File: config.mk
export PLATFORM = sky130hd
export DESIGN_NAME = ssc_strap_config
export DESIGN_NICKNAME = d
export VERILOG_FILES = /design/src/rtl/ssc_pkg.sv /design/src/rtl/ssc_strap_if.sv /design/src/rtl/ssc_strap_config.sv /design/src/rtl/ssc_strap_sync.sv
export VERILOG_INCLUDE_DIRS = /design/src /design/src/rtl
export SDC_FILE = /design/constraint.sdc
export NUM_CORES = 1
export LEC_CHECK = 0
export BUFFER_PORTS_ARGS = -buffer_cell sky130_fd_sc_hd__buf_2
export CORE_UTILIZATION = 50
export DETAILED_ROUTE_END_ITERATION = 7
export PLACE_DENSITY_LB_ADDON = 0.3
export REMOVE_ABC_BUFFERS = 1
export SYNTH_ARGS = -nofsm -noshare
export SYNTH_HDL_FRONTEND = slang
export SYNTH_SLANG_ARGS = --single-unit
File: constraint.sdc
create_clock -name sys_clk -period 6 [get_ports sys_clk]
set_input_delay 1.2 -clock sys_clk [delete_from_list [all_inputs] [get_ports sys_clk]]
set_output_delay 1.2 -clock sys_clk [all_outputs]
set_load 0.01 [all_outputs]
File: src/rtl/ssc_params.svh
// offsets, field positions, reset values and timing counts of the strap loader
`ifndef SSC_PARAMS_SVH
`define SSC_PARAMS_SVH

// ==========================================================================
// register byte offsets
`define SSC_CONFIG_OFS      12'h000
`define SSC_STRAPS_OFS      12'h004
`define SSC_IRQ_STATUS_OFS  12'h008
`define SSC_IRQ_MASK_OFS    12'h00C

// ==========================================================================
// config register field positions
`define SSC_F_RES_LSB       0
`define SSC_F_RUN_LSB       4
`define SSC_F_HOLD_LSB      9
`define SSC_F_OFF_TIME_SETTING_LSB      14
`define SSC_F_QUIET_BIT     18
`define SSC_F_FIRST_DIAG_OUTPUT_BIT     19
`define SSC_F_SECOND_DIAG_OUTPUT_BIT     20
`define SSC_F_STANDALONE    21
`define SSC_F_LOADED        22

// irq status bits
`define SSC_IRQ_LOADED      0
`define SSC_IRQ_STRAP_MOVE  1
`define SSC_IRQ_REST_READY  2
`define SSC_IRQ_W           3

// ==========================================================================
// synchronised pin vector positions
`define SSC_PIN_RES0        0
`define SSC_PIN_RES1        1
`define SSC_PIN_CUR0        2
`define SSC_PIN_CUR1        3
`define SSC_PIN_CUR2        4
`define SSC_PIN_CHOP        5
`define SSC_PIN_HOLD        6
`define SSC_PIN_IFSEL       7
`define SSC_PIN_SDMODE      8
`define SSC_PIN_STEP        9
`define SSC_STRAP_W         9
`define SSC_PIN_W           10

// ==========================================================================
// decoded values and reset values
`define SSC_RES_BASE        4'h5
`define SSC_RUN_BASE        5'h10
`define SSC_RUN_MAX         5'h1F
`define SSC_OFF_TIME_SETTING_CYCLE      4'h3
`define SSC_RES_RESET       4'h0
`define SSC_RUN_RESET       5'h00
`define SSC_HOLD_RESET      5'h00
`define SSC_OFF_TIME_SETTING_RESET      4'h0
`define SSC_MASK_RESET      3'h0

// ==========================================================================
// timing: sync settle and standstill rest before quiet-mode motion
`define SSC_SETTLE_CYCLES   2'h3
`define SSC_CLK_HZ          25000000
`define SSC_REST_TIME_MS    100
`define SSC_REST_CYCLES     ((`SSC_CLK_HZ / 1000) * `SSC_REST_TIME_MS)
`define SSC_REST_CNT_W      22

`endif

File: src/rtl/ssc_pkg.sv
// types shared by the strap configuration loader
`default_nettype none
`include "ssc_params.svh"

package ssc_pkg;

  // ========================================================================
  // load sequencer
  typedef enum logic [1:0] {
    SSC_WAIT  = 2'b00,
    SSC_LATCH = 2'b01,
    SSC_HOLD  = 2'b10
  } ssc_phase_t;

  // ========================================================================
  // whole state of the loader
  typedef struct packed {
    ssc_phase_t                   phase;
    logic [1:0]                   settleCnt;
    logic [`SSC_STRAP_W-1:0]      strapSnap;
    logic                         standalone;
    logic [3:0]                   resCode;
    logic [4:0]                   runCur;
    logic [4:0]                   holdCur;
    logic [3:0]                   offTime;
    logic                         quiet;
    logic                         diag0Err;
    logic                         diag1Index;
    logic [`SSC_IRQ_W-1:0]        irqStatus;
    logic [`SSC_IRQ_W-1:0]        irqMask;
    logic [`SSC_REST_CNT_W-1:0]   restCnt;
    logic                         restDone;
    logic                         stepPrev;
    logic [31:0]                  rdata;
    logic                         slvErr;
  } ssc_state_t;

endpackage

`default_nettype wire

File: src/rtl/ssc_strap_if.sv
// carries raw pin levels into the synchroniser and the settled levels back
`timescale 1ns/1ps
`default_nettype none

interface ssc_strap_if #(
  parameter int W = 10
);
  logic [W-1:0] raw;
  logic [W-1:0] synced;

  modport sync (input raw, output synced);
  modport user (output raw, input synced);
endinterface

`default_nettype wire

File: src/rtl/ssc_strap_config.sv
// standalone strap configuration loader with apb view and interrupt
//
// Design decisions made here: the APB slave port and the placing of the registers.
`timescale 1ns/1ps
`default_nettype none
`include "ssc_params.svh"

module ssc_strap_config #(
  parameter logic [`SSC_REST_CNT_W-1:0] REST_CYCLES =
    `SSC_REST_CNT_W'(`SSC_REST_CYCLES)
) (
  // clock and reset
  input  wire logic        sys_clk,
  input  wire logic        reset,
  // board straps, mode pins and step pin
  input  wire logic        interface_select_pin,
  input  wire logic        step_dir_mode_pin,
  input  wire logic        resolution_strap_bit0,
  input  wire logic        resolution_strap_bit1,
  input  wire logic        current_strap_bit0,
  input  wire logic        current_strap_bit1,
  input  wire logic        current_strap_bit2,
  input  wire logic        chopper_strap,
  input  wire logic        hold_reduction_strap,
  input  wire logic        stepPin,
  // apb slave
  input  wire logic        psel,
  input  wire logic        penable,
  input  wire logic        pwrite,
  input  wire logic [11:0] paddr,
  input  wire logic [31:0] pwdata,
  output logic             pready,
  output logic [31:0]      prdata,
  output logic             pslverr,
  // decoded settings to the driver core
  output logic             standaloneMode,
  output logic             spiPortEnable,
  output logic             singleWireEnable,
  output logic [3:0]       resolution_code,
  output logic [4:0]       run_current_code,
  output logic [4:0]       hold_current_code,
  output logic [3:0]       off_time_setting,
  output logic             quietChopperEnable,
  output logic             first_diag_error_select,
  output logic             second_diag_index_select,
  output logic             restReady,
  // interrupt
  output logic             irq
);
  import ssc_pkg::*;

  // ========================================================================
  // pin synchronisation
  ssc_strap_if #(.W(`SSC_PIN_W)) pinBus ();

  assign pinBus.raw = {stepPin, step_dir_mode_pin, interface_select_pin,
                       hold_reduction_strap, chopper_strap,
                       current_strap_bit2, current_strap_bit1,
                       current_strap_bit0, resolution_strap_bit1,
                       resolution_strap_bit0};

  ssc_strap_sync #(.W(`SSC_PIN_W)) pinSync (
    .sys_clk (sys_clk),
    .reset   (reset),
    .pins    (pinBus.sync)
  );

  logic [`SSC_PIN_W-1:0] pinLvl;
  assign pinLvl = pinBus.synced;

  // ========================================================================
  // strap decode
  function automatic logic [4:0] ssc_run_decode(input logic [2:0] sel);
    logic [4:0] code;
    code = `SSC_RUN_BASE + {1'b0, sel, 1'b0};
    if (sel == 3'h7) begin
      code = `SSC_RUN_MAX;
    end
    return code;
  endfunction

  ssc_state_t stReg;
  ssc_state_t stNext;

  logic       apbSetup;
  logic       apbWrite;
  logic       addrHit;
  logic [2:0] irqSet;
  logic [2:0] irqClr;
  logic       snapStandalone;
  logic       stepRise;
  logic       strapMoved;

  // ========================================================================
  // apb decode
  assign apbSetup = psel && !penable;
  assign apbWrite = psel && penable && pwrite;
  assign addrHit  = (paddr == `SSC_CONFIG_OFS) ||
                    (paddr == `SSC_STRAPS_OFS) ||
                    (paddr == `SSC_IRQ_STATUS_OFS) ||
                    (paddr == `SSC_IRQ_MASK_OFS);

  // the snapshot carries both mode pins as well
  assign snapStandalone = !stReg.strapSnap[`SSC_PIN_IFSEL] &&
                          stReg.strapSnap[`SSC_PIN_SDMODE];
  assign stepRise   = pinLvl[`SSC_PIN_STEP] && !stReg.stepPrev;
  assign strapMoved = (stReg.phase == SSC_HOLD) &&
                      (pinLvl[`SSC_STRAP_W-1:0] != stReg.strapSnap);

  always_comb begin
    stNext   = stReg;
    irqSet   = '0;
    irqClr   = '0;
    stNext.stepPrev = pinLvl[`SSC_PIN_STEP];

    // load sequencer: wait for the synchroniser to fill, latch once
    case (stReg.phase)
      SSC_WAIT: begin
        stNext.settleCnt = stReg.settleCnt + 2'h1;
        if (stReg.settleCnt == `SSC_SETTLE_CYCLES) begin
          stNext.phase     = SSC_LATCH;
          stNext.strapSnap = pinLvl[`SSC_STRAP_W-1:0];
        end
      end
      SSC_LATCH: begin
        stNext.phase      = SSC_HOLD;
        stNext.standalone = snapStandalone;
        irqSet[`SSC_IRQ_LOADED] = 1'b1;
        if (snapStandalone) begin
          stNext.diag0Err   = 1'b1;
          stNext.diag1Index = 1'b1;
          stNext.resCode = `SSC_RES_BASE -
            {2'b00, stReg.strapSnap[`SSC_PIN_RES1],
             stReg.strapSnap[`SSC_PIN_RES0]};
          stNext.runCur = ssc_run_decode(
            stReg.strapSnap[`SSC_PIN_CUR2:`SSC_PIN_CUR0]);
          if (stReg.strapSnap[`SSC_PIN_HOLD]) begin
            stNext.holdCur = ssc_run_decode(
              stReg.strapSnap[`SSC_PIN_CUR2:`SSC_PIN_CUR0]) >> 1;
          end else begin
            stNext.holdCur = ssc_run_decode(
              stReg.strapSnap[`SSC_PIN_CUR2:`SSC_PIN_CUR0]);
          end
          if (stReg.strapSnap[`SSC_PIN_CHOP]) begin
            stNext.quiet   = 1'b1;
            stNext.offTime = `SSC_OFF_TIME_SETTING_RESET;
          end else begin
            stNext.quiet   = 1'b0;
            stNext.offTime = `SSC_OFF_TIME_SETTING_CYCLE;
          end
        end
      end
      SSC_HOLD: begin
        // settings stay frozen until the next reset
        stNext.phase = SSC_HOLD;
      end
      default: begin
        stNext.phase = SSC_WAIT;
      end
    endcase

    // standstill timer: restarts on every rising step edge, quiet mode only
    if (stReg.phase == SSC_HOLD && stReg.quiet) begin
      if (stepRise) begin
        stNext.restCnt  = '0;
        stNext.restDone = 1'b0;
      end else if (!stReg.restDone) begin
        if (stReg.restCnt >= REST_CYCLES - `SSC_REST_CNT_W'(1)) begin
          stNext.restDone = 1'b1;
          irqSet[`SSC_IRQ_REST_READY] = 1'b1;
        end else begin
          stNext.restCnt = stReg.restCnt + `SSC_REST_CNT_W'(1);
        end
      end
    end

    // a strap moved after the snapshot: flagged, never applied
    if (strapMoved) begin
      irqSet[`SSC_IRQ_STRAP_MOVE] = 1'b1;
    end

    // register writes
    if (apbWrite) begin
      if (paddr == `SSC_IRQ_STATUS_OFS) begin
        irqClr = pwdata[`SSC_IRQ_W-1:0];
      end
      if (paddr == `SSC_IRQ_MASK_OFS) begin
        stNext.irqMask = pwdata[`SSC_IRQ_W-1:0];
      end
    end
    // a set in the clearing cycle wins
    stNext.irqStatus = (stReg.irqStatus & ~irqClr) | irqSet;

    // read data is captured in the setup cycle
    if (apbSetup) begin
      stNext.rdata  = '0;
      stNext.slvErr = !addrHit;
      if (!pwrite) begin
        case (paddr)
          `SSC_CONFIG_OFS: begin
            stNext.rdata[`SSC_F_RES_LSB +: 4]  = stReg.resCode;
            stNext.rdata[`SSC_F_RUN_LSB +: 5]  = stReg.runCur;
            stNext.rdata[`SSC_F_HOLD_LSB +: 5] = stReg.holdCur;
            stNext.rdata[`SSC_F_OFF_TIME_SETTING_LSB +: 4] = stReg.offTime;
            stNext.rdata[`SSC_F_QUIET_BIT]     = stReg.quiet;
            stNext.rdata[`SSC_F_FIRST_DIAG_OUTPUT_BIT]     = stReg.diag0Err;
            stNext.rdata[`SSC_F_SECOND_DIAG_OUTPUT_BIT]     = stReg.diag1Index;
            stNext.rdata[`SSC_F_STANDALONE]    = stReg.standalone;
            stNext.rdata[`SSC_F_LOADED]        = stReg.phase == SSC_HOLD;
          end
          `SSC_STRAPS_OFS: begin
            stNext.rdata[`SSC_STRAP_W-1:0] = stReg.strapSnap;
          end
          `SSC_IRQ_STATUS_OFS: begin
            stNext.rdata[`SSC_IRQ_W-1:0] = stReg.irqStatus;
          end
          `SSC_IRQ_MASK_OFS: begin
            stNext.rdata[`SSC_IRQ_W-1:0] = stReg.irqMask;
          end
          default: begin
            stNext.rdata = '0;
          end
        endcase
      end
    end
  end

  always_ff @(posedge sys_clk or posedge reset) begin
    if (reset) begin
      stReg            <= '0;
      stReg.phase      <= SSC_WAIT;
      stReg.resCode    <= `SSC_RES_RESET;
      stReg.runCur     <= `SSC_RUN_RESET;
      stReg.holdCur    <= `SSC_HOLD_RESET;
      stReg.offTime    <= `SSC_OFF_TIME_SETTING_RESET;
      stReg.irqMask    <= `SSC_MASK_RESET;
    end else begin
      stReg <= stNext;
    end
  end

  // ========================================================================
  // outputs
  assign pready  = 1'b1;
  assign prdata  = stReg.rdata;
  assign pslverr = stReg.slvErr;

  assign standaloneMode           = stReg.standalone;
  // serial ports stay live until the straps say otherwise
  assign spiPortEnable            = !stReg.standalone;
  assign singleWireEnable         = !stReg.standalone;
  assign resolution_code          = stReg.resCode;
  assign run_current_code         = stReg.runCur;
  assign hold_current_code        = stReg.holdCur;
  assign off_time_setting         = stReg.offTime;
  assign quietChopperEnable       = stReg.quiet;
  assign first_diag_error_select  = stReg.diag0Err;
  assign second_diag_index_select = stReg.diag1Index;
  assign restReady                = stReg.restDone;
  assign irq                      = |(stReg.irqStatus & stReg.irqMask);

  logic loaded;
  assign loaded = stReg.phase == SSC_HOLD;
endmodule

`default_nettype wire

File: src/rtl/ssc_strap_sync.sv
// two-flop synchroniser for the strap, mode and step pins
`timescale 1ns/1ps
`default_nettype none

module ssc_strap_sync #(
  parameter int W = 10
) (
  // clock and reset
  input  wire logic  sys_clk,
  input  wire logic  reset,
  // pin levels in, settled levels out
  ssc_strap_if.sync  pins
);

  typedef struct packed {
    logic [W-1:0] meta;
    logic [W-1:0] stable;
  } ssc_sync_state_t;

  ssc_sync_state_t syncReg;
  ssc_sync_state_t syncNext;

  always_comb begin
    syncNext.meta   = pins.raw;
    syncNext.stable = syncReg.meta;
  end

  always_ff @(posedge sys_clk or posedge reset) begin
    if (reset) begin
      syncReg <= '0;
    end else begin
      syncReg <= syncNext;
    end
  end

  // only the second stage leaves this module
  assign pins.synced = syncReg.stable;

endmodule

`default_nettype wire

==> results of run 1 <==
cell usage in the layout (no fill, tap or decap), types with 3 or more instances in the layout:
master	n
sky130_fd_sc_hd__a21oi_1	16
sky130_fd_sc_hd__a22o_1	22
sky130_fd_sc_hd__a31oi_1	3
sky130_fd_sc_hd__and2_1	5
sky130_fd_sc_hd__and3_1	4
sky130_fd_sc_hd__buf_2	74
sky130_fd_sc_hd__clkbuf_8	9
sky130_fd_sc_hd__conb_1	15
sky130_fd_sc_hd__dfrtp_1	99
sky130_fd_sc_hd__ha_1	5
sky130_fd_sc_hd__inv_1	12
sky130_fd_sc_hd__inv_8	4
sky130_fd_sc_hd__mux2_2	14
sky130_fd_sc_hd__mux2i_1	12
sky130_fd_sc_hd__mux4_2	3
sky130_fd_sc_hd__nand2_1	46
sky130_fd_sc_hd__nand2b_1	4
sky130_fd_sc_hd__nand3_1	12
sky130_fd_sc_hd__nand4_1	14
sky130_fd_sc_hd__nor2_1	17
sky130_fd_sc_hd__nor3_1	8
sky130_fd_sc_hd__nor4_1	4
sky130_fd_sc_hd__o21ai_0	19
sky130_fd_sc_hd__o22ai_1	6
sky130_fd_sc_hd__o31ai_1	3
sky130_fd_sc_hd__xor2_1	8
layer usage:
metal  part of all wire [%]  wire length [um]
met1                     48              4610
met2                     46              4390
met3                    4.8               462
met4                    1.4               130
met5                      0                 0
flip-flops by register name (all words and copies together), names as in the netlist:
signal and count:
stReg 42, pslverr 1, run_current_code 5, restReady 1
pinSync.syncNext 10, resolution_code 3, quietChopperEnable 1, off_time_setting 1
standaloneMode 1, hold_current_code 5, pinSync.pins.synced 10, prdata 19
worst paths after layout:
check / startpoint / slack, ps / depth (start not counted) / endpoint
min reg2reg: pinSync.syncNext[7] / 360 / 0 / pinSync.pins.synced[7]
min in group asynchronous: reset / 830 / 2 / pinSync.syncNext[8]
min: pinSync.syncNext[7] / 360 / 0 / pinSync.pins.synced[7]
max: penable / 3270 / 5 / prdata[10]
max reg2reg: stReg[35] / 3300 / 6 / stReg[35]
max in group asynchronous: reset / 4040 / 3 / stReg[97]
power groups by stage:
stage / Clock (mW) / Combinational (mW) / Sequential [mW]
2_1_floorplan: 0 / 0.0740 / 0.725
5_1_grt: 0.469 / 0.132 / 0.720
6_report: 0.432 / 0.118 / 0.716
4_1_cts: 0.447 / 0.119 / 0.715
3_5_place_dp: 0 / 0.118 / 0.728
3_3_place_gp: 0 / 0.114 / 0.727
stage by stage:
stage / instance area (um^2) / setup slack [ps] / cells
3_5_place_dp: 4910 / 2910 / 594
2_1_floorplan: 4360 / 2210 / 389
4_1_cts: 5110 / 3310 / 610
3_3_place_gp: 4910 / 2930 / 594
5_1_grt: 5110 / 3150 / 610
6_report: 5110 / 3270 / 610
layout make-up:
class                   instances  area (um^2)  area share [%]
flip-flops and latches         99         2480            48.5
multi-input cells             277         1830            35.9
repair buffers                 76          385            7.54
well taps                     129          161            3.16
clock buffers                   9          124            2.42
clock inverters                 7         77.6            1.52
inverters                      13         51.3            1.00
kinds of logic after synthesis:
group	Yosys count	share of synthesized area, %
AND/OR/NAND/NOR	129	13.9
flip-flops	99	51.6
AO/OA/AOI/OAI	89	12.8
buffers and inverters	84	11.3
multiplexers	29	7.19
XOR/XNOR	10	1.82
adder cells (fa/ha/maj)	5	1.30
other	2	0.156
==> impl_metrics.xml, run 1 <==
<?xml version="1.0" encoding="UTF-8"?>
<metrics>
  <group name="critical_path">
    <metric name="endpoint_kind" unit="">flip-flop</metric>
    <metric name="slowest_stage" unit="">sky130_fd_sc_hd__or4_1</metric>
    <metric name="worst-path-max-fanout" unit="">22</metric>
    <metric name="cp_slowest_stage_delay" unit="ps">760</metric>
    <metric name="critical_path.top_delay_family" unit="">simple AND/OR/NAND/NOR gates</metric>
    <metric name="startpoint_type" unit="">input port</metric>
    <metric name="critPathKind" unit="">in2reg</metric>
    <metric name="critical_path_at" unit="ps">3040</metric>
    <metric name="worst-endpoint-required" unit="ps">6310</metric>
    <metric name="worstPathBufferInverterCount" unit="">1</metric>
    <metric name="crit_chain" unit="">buf_2 &gt; nand2b_1 &gt; or4_1 &gt; nor2_4 &gt; a22o_1</metric>
  </group>
  <group name="route">
    <metric name="detail_route.first_pass.iterations" unit="">5</metric>
    <metric name="wire_per_inst" unit="um">15.7</metric>
    <metric name="post_drt_via_cell_ratio" unit="">5.48</metric>
    <metric name="drt-initial-drc-count" unit="">182</metric>
    <metric name="drt.antenna.violating_nets" unit="">0</metric>
    <metric name="dr_total_vias" unit="">3343</metric>
    <metric name="post-route-drc-count" unit="">0</metric>
    <metric name="totalWireLength" unit="mm">9.60</metric>
  </group>
  <group name="logic_synthesis">
    <metric name="postSynth.topFlopCell" unit="">sky130_fd_sc_hd__dfrtp_1</metric>
    <metric name="yosys_warnings" unit="">0</metric>
    <metric name="post_synth_most_frequent_cells" unit="">sky130_fd_sc_hd__dfrtp_1, sky130_fd_sc_hd__buf_4, sky130_fd_sc_hd__nand2_1</metric>
    <metric name="share_of_the_yosys_chip_area_belonging_to_registers" unit="%">51.6</metric>
    <metric name="post_synth_instance_area" unit="um^2">4800</metric>
    <metric name="edff_count_synth" unit="">0</metric>
    <metric name="synth_largest_type_area_fraction" unit="%">51.6</metric>
    <metric name="synth.most_common_cell" unit="">sky130_fd_sc_hd__dfrtp_1</metric>
    <metric name="top_cells_by_area_in_the_synthesized_netlist" unit="">sky130_fd_sc_hd__dfrtp_1, sky130_fd_sc_hd__buf_4, sky130_fd_sc_hd__a22o_1</metric>
    <metric name="async_reset_ff_share" unit="%">100</metric>
    <metric name="post_synth_inst_count" unit="">447</metric>
    <metric name="netlist.top_cell.by_area" unit="">sky130_fd_sc_hd__dfrtp_1</metric>
    <metric name="synth.distinct_cells" unit="">58</metric>
    <metric name="synth_seq_cells" unit="">99</metric>
    <metric name="synthesis.area_per_instance" unit="um^2">10.7</metric>
  </group>
  <group name="placement">
    <metric name="hpwl" unit="mm">6.67</metric>
    <metric name="place.port_buffers" unit="">74</metric>
    <metric name="routabilityCongestion" unit="">0.849</metric>
  </group>
  <group name="timing">
    <metric name="pin_slew_with_the_least_headroom_to_its_limit" unit="ps">836</metric>
    <metric name="final.min_clock_period" unit="ps">2730</metric>
    <metric name="worst_hold_slack" unit="ps">358</metric>
    <metric name="max-slew-margin-rel" unit="%">44.3</metric>
    <metric name="grt_setup_unrepaired" unit="">false</metric>
    <metric name="timing.setup.tns" unit="ps">0</metric>
    <metric name="setup-violations-final" unit="">0</metric>
    <metric name="timing_max_transition_violations_final" unit="">0</metric>
    <metric name="timing.fmax" unit="MHz">366</metric>
    <metric name="timing.clock.skew" unit="ps">13.2</metric>
    <metric name="fin_crit_sh" unit="%">45.5</metric>
    <metric name="final_hold_viol_count" unit="">0</metric>
  </group>
  <group name="cts">
    <metric name="clk_root_buffer_cell" unit="">sky130_fd_sc_hd__clkbuf_8</metric>
    <metric name="worstSkewPairLatency" unit="ps">380</metric>
    <metric name="tritoncts.num_buffers" unit="">9</metric>
    <metric name="clk_pin_slew_worst_paths" unit="ps">100</metric>
    <metric name="ctsResizeCount" unit="">0</metric>
    <metric name="cts_tree" unit="">yes</metric>
    <metric name="cts.sinks" unit="">99</metric>
    <metric name="hold_bufs_inserted_after_cts" unit="">0</metric>
    <metric name="cts.htree.levels" unit="">3</metric>
    <metric name="cts_setup_buffers" unit="">0</metric>
    <metric name="cts_buffer_depth" unit="">2</metric>
  </group>
  <group name="power_and_ir_drop">
    <metric name="cellInternalPower" unit="mW">0.903</metric>
    <metric name="post-layout-total-power" unit="mW">1.26</metric>
    <metric name="power_per_cell_area" unit="nW/um^2">247</metric>
    <metric name="p_sw" unit="mW">0.362</metric>
    <metric name="clock_power_share" unit="%">34.1</metric>
    <metric name="p_leak" unit="nW">2.45</metric>
    <metric name="pwr-share-seq" unit="%">56.6</metric>
    <metric name="p_sw_share" unit="%">28.6</metric>
    <metric name="vdd_ir_drop_max" unit="mV">0.129</metric>
    <metric name="power_frac_comb" unit="%">9.3</metric>
  </group>
  <group name="global_routing">
    <metric name="grtUsageMet1" unit="%">28.6</metric>
    <metric name="grt_first_pass_wirelength" unit="mm">15.5</metric>
    <metric name="globalRoute.totalOverflow" unit="">0</metric>
    <metric name="gr-usage-all-layers" unit="%">20.2</metric>
    <metric name="grt-busiest-layer" unit="">met2</metric>
    <metric name="antenna_found_initial" unit="">0</metric>
    <metric name="global_route.usage.met2" unit="%">31.4</metric>
    <metric name="grt.met3_usage" unit="%">4.18</metric>
    <metric name="grt_start_max_net_pins" unit="">64</metric>
    <metric name="first_global_vias" unit="">3087</metric>
  </group>
  <group name="cells_and_area">
    <metric name="finish.utilization" unit="%">55.1</metric>
    <metric name="layout.nets" unit="">540</metric>
    <metric name="antennaDiodeCount" unit="">0</metric>
    <metric name="drive_above_1_share" unit="%">24.3</metric>
    <metric name="syn2layout_area_growth" unit="%">6.41</metric>
    <metric name="fillers" unit="">817</metric>
  </group>
  <group name="worst_hold_path">
    <metric name="hold_class" unit="">reg2reg</metric>
  </group>
  <group name="floorplanning">
    <metric name="initial_utilization" unit="%">51.7</metric>
    <metric name="die_x" unit="um">100</metric>
    <metric name="die-height" unit="um">100</metric>
    <metric name="core_area" unit="um^2">9280</metric>
    <metric name="ios" unit="">119</metric>
    <metric name="dieArea" unit="um^2">10000</metric>
    <metric name="std_cell_rows" unit="">35</metric>
  </group>
  <group name="run_status">
    <metric name="outcome" unit="">finished, final reports clean</metric>
  </group>
  <group name="flow_run">
    <metric name="cap_viol_max_count" unit="">0</metric>
  </group>
</metrics>
Power figures use the tool's default switching activity.
==> run 2: changes to the inputs <==
==> constraint.sdc (replaced) <==
create_clock -name sys_clk -period 2.6 [get_ports sys_clk]
set_input_delay 0.52 -clock sys_clk [delete_from_list [all_inputs] [get_ports sys_clk]]
set_output_delay 0.52 -clock sys_clk [all_outputs]
set_load 0.01 [all_outputs]
==> impl_metrics.xml, run 2 (synthesis results as in run 1) <==
<?xml version="1.0" encoding="UTF-8"?>
<metrics>
  <group name="power_and_ir_drop">
    <metric name="power_per_cell_area" unit="nW/um^2">559</metric>
    <metric name="cellInternalPower" unit="mW">2.10</metric>
    <metric name="p_leak" unit="nW">2.51</metric>
    <metric name="vdd_ir_drop_max" unit="mV">0.284</metric>
    <metric name="p_sw" unit="mW">0.794</metric>
    <metric name="clock_power_share" unit="%">33.3</metric>
    <metric name="pwr-share-seq" unit="%">57.1</metric>
    <metric name="power_frac_comb" unit="%">9.7</metric>
    <metric name="p_sw_share" unit="%">27.4</metric>
  </group>
  <group name="timing">
    <metric name="final.min_clock_period" unit="ps">2490</metric>
    <metric name="pin_slew_with_the_least_headroom_to_its_limit" unit="ps">766</metric>
    <metric name="timing_max_transition_violations_final" unit="">0</metric>
    <metric name="max-slew-margin-rel" unit="%">48.5</metric>
    <metric name="timing.fmax" unit="MHz">402</metric>
    <metric name="setup-violations-final" unit="">0</metric>
    <metric name="pnr_worst_setup_slack" unit="ps">113</metric>
    <metric name="fin_crit_sh" unit="%">95.7</metric>
    <metric name="timing.clock.skew" unit="ps">14.3</metric>
    <metric name="grt_setup_unrepaired" unit="">false</metric>
    <metric name="final_hold_viol_count" unit="">0</metric>
  </group>
  <group name="cells_and_area">
    <metric name="largest_reg_flops" unit="">42</metric>
    <metric name="layout.nets" unit="">551</metric>
    <metric name="antennaDiodeCount" unit="">0</metric>
    <metric name="largest_register" unit="">stReg</metric>
    <metric name="mostFrequentLayoutCell" unit="">sky130_fd_sc_hd__dfrtp_1</metric>
    <metric name="fillers" unit="">821</metric>
    <metric name="layout_common_cells" unit="">sky130_fd_sc_hd__dfrtp_1, sky130_fd_sc_hd__buf_2, sky130_fd_sc_hd__nand2_1</metric>
    <metric name="drive_above_1_share" unit="%">26.0</metric>
    <metric name="post_route_cell_area" unit="um^2">5180</metric>
    <metric name="syn2layout_area_growth" unit="%">7.92</metric>
  </group>
  <group name="floorplanning">
    <metric name="ios" unit="">119</metric>
    <metric name="die-height" unit="um">100</metric>
    <metric name="initial_utilization" unit="%">51.7</metric>
    <metric name="std_cell_rows" unit="">35</metric>
    <metric name="core_area" unit="um^2">9280</metric>
    <metric name="dieArea" unit="um^2">10000</metric>
    <metric name="die_x" unit="um">100</metric>
  </group>
  <group name="global_routing">
    <metric name="grt_first_pass_wirelength" unit="mm">15.5</metric>
    <metric name="grt_start_max_net_pins" unit="">47</metric>
    <metric name="global_route.usage.met2" unit="%">30.6</metric>
    <metric name="grtUsageMet1" unit="%">29.9</metric>
    <metric name="grt-busiest-layer" unit="">met2</metric>
    <metric name="grt.met3_usage" unit="%">2.58</metric>
    <metric name="antenna_found_initial" unit="">0</metric>
    <metric name="first_global_vias" unit="">3129</metric>
    <metric name="globalRoute.totalOverflow" unit="">0</metric>
    <metric name="gr-usage-all-layers" unit="%">20.2</metric>
  </group>
  <group name="worst_hold_path">
    <metric name="hold_class" unit="">in2async</metric>
  </group>
  <group name="critical_path">
    <metric name="timing.reg2reg.setup_slack" unit="ps">110</metric>
    <metric name="setup.worst_path.start" unit="">stReg[35]</metric>
    <metric name="worst-path-max-fanout" unit="">23</metric>
    <metric name="endpoint_kind" unit="">flip-flop</metric>
    <metric name="worst-endpoint-required" unit="ps">2860</metric>
    <metric name="critPathKind" unit="">reg2reg</metric>
    <metric name="critical_path_at" unit="ps">2750</metric>
    <metric name="rr_endpoint" unit="">stReg[44]</metric>
    <metric name="rr_worst_depth" unit="">6</metric>
    <metric name="startpoint_type" unit="">flip-flop</metric>
    <metric name="r2r_start" unit="">stReg[35]</metric>
    <metric name="worstSetupEndpoint" unit="">stReg[44]</metric>
  </group>
  <group name="placement">
    <metric name="hpwl" unit="mm">7.09</metric>
    <metric name="routabilityCongestion" unit="">0.890</metric>
    <metric name="pre_cts_ws" unit="ps">155</metric>
    <metric name="dpl-instance-area" unit="um^2">4990</metric>
    <metric name="place.port_buffers" unit="">74</metric>
  </group>
  <group name="route">
    <metric name="wire_per_inst" unit="um">15.6</metric>
    <metric name="post_drt_via_cell_ratio" unit="">5.52</metric>
    <metric name="totalWireLength" unit="mm">9.71</metric>
    <metric name="post-route-drc-count" unit="">0</metric>
    <metric name="drt.antenna.violating_nets" unit="">0</metric>
    <metric name="detail_route.first_pass.iterations" unit="">4</metric>
    <metric name="dr_total_vias" unit="">3426</metric>
    <metric name="drt-initial-drc-count" unit="">273</metric>
  </group>
  <group name="cts">
    <metric name="ctsResizeCount" unit="">0</metric>
    <metric name="cts_buffer_depth" unit="">2</metric>
    <metric name="cts.htree.levels" unit="">3</metric>
    <metric name="cts_setup_buffers" unit="">0</metric>
    <metric name="tritoncts.num_buffers" unit="">9</metric>
    <metric name="cts_tree" unit="">yes</metric>
    <metric name="hold_bufs_inserted_after_cts" unit="">0</metric>
    <metric name="cts.sinks" unit="">99</metric>
    <metric name="clk_pin_slew_worst_paths" unit="ps">110</metric>
    <metric name="clk_root_buffer_cell" unit="">sky130_fd_sc_hd__clkbuf_8</metric>
    <metric name="worstSkewPairLatency" unit="ps">360</metric>
  </group>
  <group name="flow_run">
    <metric name="cap_viol_max_count" unit="">0</metric>
  </group>
  <group name="run_status">
    <metric name="outcome" unit="">finished, final reports clean</metric>
  </group>
</metrics>
[run 2: worst max-delay path, cell delays in order (launching register included)]
cell,delay (ps)
sky130_fd_sc_hd__dfrtp_1,440
sky130_fd_sc_hd__ha_1,290
sky130_fd_sc_hd__and4_4,240
sky130_fd_sc_hd__o2111a_1,270
sky130_fd_sc_hd__or4b_4,650
sky130_fd_sc_hd__and2_1,230
sky130_fd_sc_hd__o32ai_1,280
[run 2: area by class of cell]
class | count | area (um^2) | area share [%]
Sequential cell | 99 | 2480 | 47.8
Multi-Input combinational cell | 277 | 1830 | 35.4
Timing Repair Buffer | 87 | 468 | 9.03
Tap cell | 129 | 161 | 3.11
Clock buffer | 10 | 138 | 2.66
Clock inverter | 6 | 53.8 | 1.04
Inverter | 13 | 51.3 | 0.990
[run 2: power by group through the flow]
stage | registers (mW) | clock network (mW) | logic [mW]
floorplan | 1.67 | 0 | 0.171
global placement | 1.68 | 0 | 0.274
detailed placement | 1.68 | 0 | 0.282
CTS | 1.65 | 0.987 | 0.283
global route | 1.66 | 1.05 | 0.312
finish | 1.65 | 0.964 | 0.280
[run 2: metrics by stage]
step,cells,TNS (ps),total power [mW],util (%),hold slack [ps]
3_3_place_gp,605,0,1.95,53.8,331
4_1_cts,621,0,2.92,55.8,217
2_1_floorplan,389,-50530,1.84,-,331
3_5_place_dp,605,0,1.96,53.8,335
6_report,621,0,2.90,55.8,209
5_1_grt,621,0,3.02,55.8,230
[run 2: layer usage]
metal,vias up,wire [um]
li1,1613,-
met1,1693,4620
met2,105,4500
met3,15,418
met4,0,172
met5,-,0
[run 2: how the worst min path moves through the flow]
| stage | start | to | slack, ps | cells after the start |
|---|---|---|---|---|
| final | reset | pslverr | 210 | 2 |
| after global routing | current_strap_bit0 | pinSync.syncNext[2] | 230 | 1 |
| after global placement | pinSync.syncNext[1] | pinSync.pins.synced[1] | 330 | 0 |
| after detailed placement | pinSync.syncNext[6] | pinSync.pins.synced[6] | 330 | 0 |
| after floorplan | pinSync.syncNext[0] | pinSync.pins.synced[0] | 330 | 0 |
| after CTS | reset | prdata[0] | 220 | 2 |
==> run 3: changes to the inputs <==
--- a/config.mk
+++ b/config.mk
@@ -6,6 +6,7 @@
 export SDC_FILE = /design/constraint.sdc
 export NUM_CORES = 1
 export LEC_CHECK = 0
+export ABC_AREA = 1
 export BUFFER_PORTS_ARGS = -buffer_cell sky130_fd_sc_hd__buf_2
 export CORE_UTILIZATION = 50
 export DETAILED_ROUTE_END_ITERATION = 7
==> constraint.sdc (replaced) <==
create_clock -name sys_clk -period 2.3 [get_ports sys_clk]
set_input_delay 0.46 -clock sys_clk [delete_from_list [all_inputs] [get_ports sys_clk]]
set_output_delay 0.46 -clock sys_clk [all_outputs]
set_load 0.01 [all_outputs]
==> impl_metrics.xml, run 3 <==
<?xml version="1.0" encoding="UTF-8"?>
<metrics>
  <group name="critical_path">
    <metric name="critPathKind" unit="">reg2reg</metric>
    <metric name="cp_slowest_stage_delay" unit="ps">440</metric>
    <metric name="startpoint_type" unit="">flip-flop</metric>
    <metric name="cp_num_cells" unit="">9</metric>
    <metric name="crit_chain" unit="">ha_1 &gt; nand2_2 &gt; o21ai_1 &gt; nand3_1 &gt; nand3_2 &gt; nand2_1 &gt; nand3_2 &gt; nand2_1 &gt; nand2_1</metric>
    <metric name="endpoint_kind" unit="">flip-flop</metric>
    <metric name="slowest_stage" unit="">sky130_fd_sc_hd__dfrtp_1</metric>
    <metric name="critical_path.top_delay_family" unit="">simple AND/OR/NAND/NOR gates</metric>
    <metric name="worstPathBufferInverterCount" unit="">0</metric>
    <metric name="crit_top_cell" unit="">sky130_fd_sc_hd__nand2_1</metric>
    <metric name="rr_worst_depth" unit="">9</metric>
    <metric name="worst-path-max-fanout" unit="">22</metric>
    <metric name="critical_path_at" unit="ps">2220</metric>
    <metric name="worst-endpoint-required" unit="ps">2550</metric>
  </group>
  <group name="timing">
    <metric name="max-slew-margin-rel" unit="%">58.5</metric>
    <metric name="setup-violations-final" unit="">0</metric>
    <metric name="timing.fmax" unit="MHz">507</metric>
    <metric name="timing.clock.skew" unit="ps">11.5</metric>
    <metric name="pin_slew_with_the_least_headroom_to_its_limit" unit="ps">622</metric>
    <metric name="final.min_clock_period" unit="ps">1970</metric>
    <metric name="timing.setup.tns" unit="ps">0</metric>
    <metric name="grt_setup_unrepaired" unit="">false</metric>
    <metric name="timing_max_transition_violations_final" unit="">0</metric>
    <metric name="final_hold_viol_count" unit="">0</metric>
    <metric name="pnr_worst_setup_slack" unit="ps">326</metric>
    <metric name="fin_crit_sh" unit="%">85.8</metric>
  </group>
  <group name="global_routing">
    <metric name="gr-usage-all-layers" unit="%">20.8</metric>
    <metric name="antenna_found_initial" unit="">0</metric>
    <metric name="grt_start_max_net_pins" unit="">41</metric>
    <metric name="first_global_vias" unit="">3858</metric>
    <metric name="globalRoute.totalOverflow" unit="">0</metric>
    <metric name="grt_first_pass_wirelength" unit="mm">18.3</metric>
  </group>
  <group name="route">
    <metric name="drt-initial-drc-count" unit="">272</metric>
    <metric name="dr_total_vias" unit="">4169</metric>
    <metric name="drt.antenna.violating_nets" unit="">0</metric>
    <metric name="wire_per_inst" unit="um">12.9</metric>
    <metric name="post-route-drc-count" unit="">0</metric>
    <metric name="totalWireLength" unit="mm">10.7</metric>
    <metric name="detail_route.first_pass.iterations" unit="">7</metric>
    <metric name="post_drt_via_cell_ratio" unit="">5.04</metric>
  </group>
  <group name="logic_synthesis">
    <metric name="top_cells_by_area_in_the_synthesized_netlist" unit="">sky130_fd_sc_hd__dfrtp_1, sky130_fd_sc_hd__nand2_1, sky130_fd_sc_hd__buf_4</metric>
    <metric name="post_synth_inst_count" unit="">654</metric>
    <metric name="xor_xnor_fraction_of_synth_area" unit="%">2.18</metric>
    <metric name="synth-adder-area-share" unit="%">1.20</metric>
    <metric name="share_of_the_yosys_chip_area_belonging_to_registers" unit="%">47.4</metric>
    <metric name="synth.area.mux_share" unit="%">0.431</metric>
    <metric name="synthesized_area_fraction_occupied_by_ao_oa_aoi_and_oai_cells" unit="%">7.92</metric>
    <metric name="postSynth.topFlopCell" unit="">sky130_fd_sc_hd__dfrtp_1</metric>
    <metric name="synth.distinct_cells" unit="">37</metric>
    <metric name="post_synth_instance_area" unit="um^2">5230</metric>
    <metric name="yosys_warnings" unit="">0</metric>
    <metric name="synth.most_common_cell" unit="">sky130_fd_sc_hd__nand2_1</metric>
    <metric name="post_synth_most_frequent_cells" unit="">sky130_fd_sc_hd__nand2_1, sky130_fd_sc_hd__dfrtp_1, sky130_fd_sc_hd__nor2_1</metric>
    <metric name="edff_count_synth" unit="">0</metric>
    <metric name="main_combinational_cell_family_by_area_after_synthesis" unit="">simple AND/OR/NAND/NOR gates</metric>
    <metric name="netlist.top_cell.by_area" unit="">sky130_fd_sc_hd__dfrtp_1</metric>
    <metric name="synth_simple_gate_area_share" unit="%">26.4</metric>
    <metric name="async_reset_ff_share" unit="%">100</metric>
    <metric name="synth_largest_type_area_fraction" unit="%">47.4</metric>
    <metric name="synthesis.area_per_instance" unit="um^2">7.99</metric>
    <metric name="synth_seq_cells" unit="">99</metric>
  </group>
  <group name="cts">
    <metric name="tritoncts.num_buffers" unit="">9</metric>
    <metric name="worstSkewPairLatency" unit="ps">370</metric>
    <metric name="cts.sinks" unit="">99</metric>
    <metric name="clk_pin_slew_worst_paths" unit="ps">110</metric>
    <metric name="cts_buffer_depth" unit="">2</metric>
    <metric name="cts.htree.levels" unit="">3</metric>
    <metric name="cts_tree" unit="">yes</metric>
    <metric name="hold_bufs_inserted_after_cts" unit="">0</metric>
    <metric name="cts_setup_buffers" unit="">0</metric>
    <metric name="ctsResizeCount" unit="">0</metric>
    <metric name="clk_root_buffer_cell" unit="">sky130_fd_sc_hd__clkbuf_8</metric>
  </group>
  <group name="floorplanning">
    <metric name="ios" unit="">119</metric>
    <metric name="core_area" unit="um^2">9950</metric>
    <metric name="die-height" unit="um">104</metric>
    <metric name="std_cell_rows" unit="">36</metric>
    <metric name="dieArea" unit="um^2">10900</metric>
    <metric name="initial_utilization" unit="%">52.5</metric>
    <metric name="die_x" unit="um">104</metric>
  </group>
  <group name="run_status">
    <metric name="outcome" unit="">finished, final reports clean</metric>
  </group>
  <group name="cells_and_area">
    <metric name="regArea" unit="um^2">2480</metric>
    <metric name="largest_reg_flops" unit="">42</metric>
    <metric name="largest_register" unit="">stReg</metric>
    <metric name="multiInputGateArea" unit="um^2">2050</metric>
    <metric name="fillers" unit="">914</metric>
    <metric name="layout.nets" unit="">754</metric>
    <metric name="drive_above_1_share" unit="%">17.3</metric>
    <metric name="mostFrequentLayoutCell" unit="">sky130_fd_sc_hd__nand2_1</metric>
    <metric name="antennaDiodeCount" unit="">0</metric>
    <metric name="layout_common_cells" unit="">sky130_fd_sc_hd__nand2_1, sky130_fd_sc_hd__dfrtp_1, sky130_fd_sc_hd__nor2_1</metric>
    <metric name="syn2layout_area_growth" unit="%">7.13</metric>
  </group>
  <group name="power_and_ir_drop">
    <metric name="vdd_ir_drop_max" unit="mV">0.352</metric>
    <metric name="power_per_cell_area" unit="nW/um^2">588</metric>
    <metric name="p_leak" unit="nW">2.82</metric>
  </group>
  <group name="placement">
    <metric name="place.port_buffers" unit="">74</metric>
    <metric name="pre_cts_ws" unit="ps">351</metric>
    <metric name="routabilityCongestion" unit="">0.883</metric>
    <metric name="hpwl" unit="mm">7.71</metric>
  </group>
  <group name="worst_hold_path">
    <metric name="hold_class" unit="">in2async</metric>
  </group>
  <group name="flow_run">
    <metric name="cap_viol_max_count" unit="">0</metric>
  </group>
</metrics>
[run 3: report_power, final]
group / total (mW) / leakage (nW) / switching [mW] / internal [mW]
registers: 1.84 / 1.27 / 0.0494 / 1.80
logic: 0.242 / 1.44 / 0.161 / 0.0810
clock network: 1.20 / 0.107 / 0.648 / 0.556
[run 3: area by class of cell]
class | instances | share of cell area (%)
flip-flops and latches | 99 | 44.2
inverters | 67 | 4.54
multi-input cells | 432 | 36.6
clock buffers | 10 | 2.46
well taps | 133 | 2.97
clock inverters | 6 | 1.39
repair buffers | 81 | 7.78
[run 3: kinds of logic after synthesis]
group	Yosys count
other	2
xor gates and xnor gates	13
adders and majority gates	5
AOI/OAI and AO/OA	71
and+or+nand+nor	326
muxes	2
DFF	99
buffers and inverters	136
[run 3: metrics by stage]
stage	hold slack, ps	total power, mW	utilization (%)	area [um^2]	instances
after global routing	103	3.44	56.2	5600	828
after CTS	100	3.33	56.2	5600	828
after global placement	333	2.11	54.1	5380	812
final	92.1	3.29	56.2	5600	828
after detailed placement	335	2.12	54.1	5380	812
after floorplan	331	2.02	-	4780	598
[run 3: final timing paths]
kind	to	startpoint	slack, ps
setup / recovery	stReg[47]	stReg[35]	330
hold reg to reg	pinSync.pins.synced[3]	pinSync.syncNext[3]	360
min in group sys_clk	pinSync.syncNext[2]	current_strap_bit0	190
hold / removal	prdata[6]	reset	90
setup reg to reg	stReg[47]	stReg[35]	330
max in group asynchronous	stReg[57]	reset	1480
[run 3: metal layers]
layer,global-route usage (%),vias to the layer above,share of wire (%)
li1,-,2074,-
met1,30.2,1926,48
met2,31.0,156,44
met3,4.39,13,6.1
met4,7.14,0,1.6
met5,0,-,0
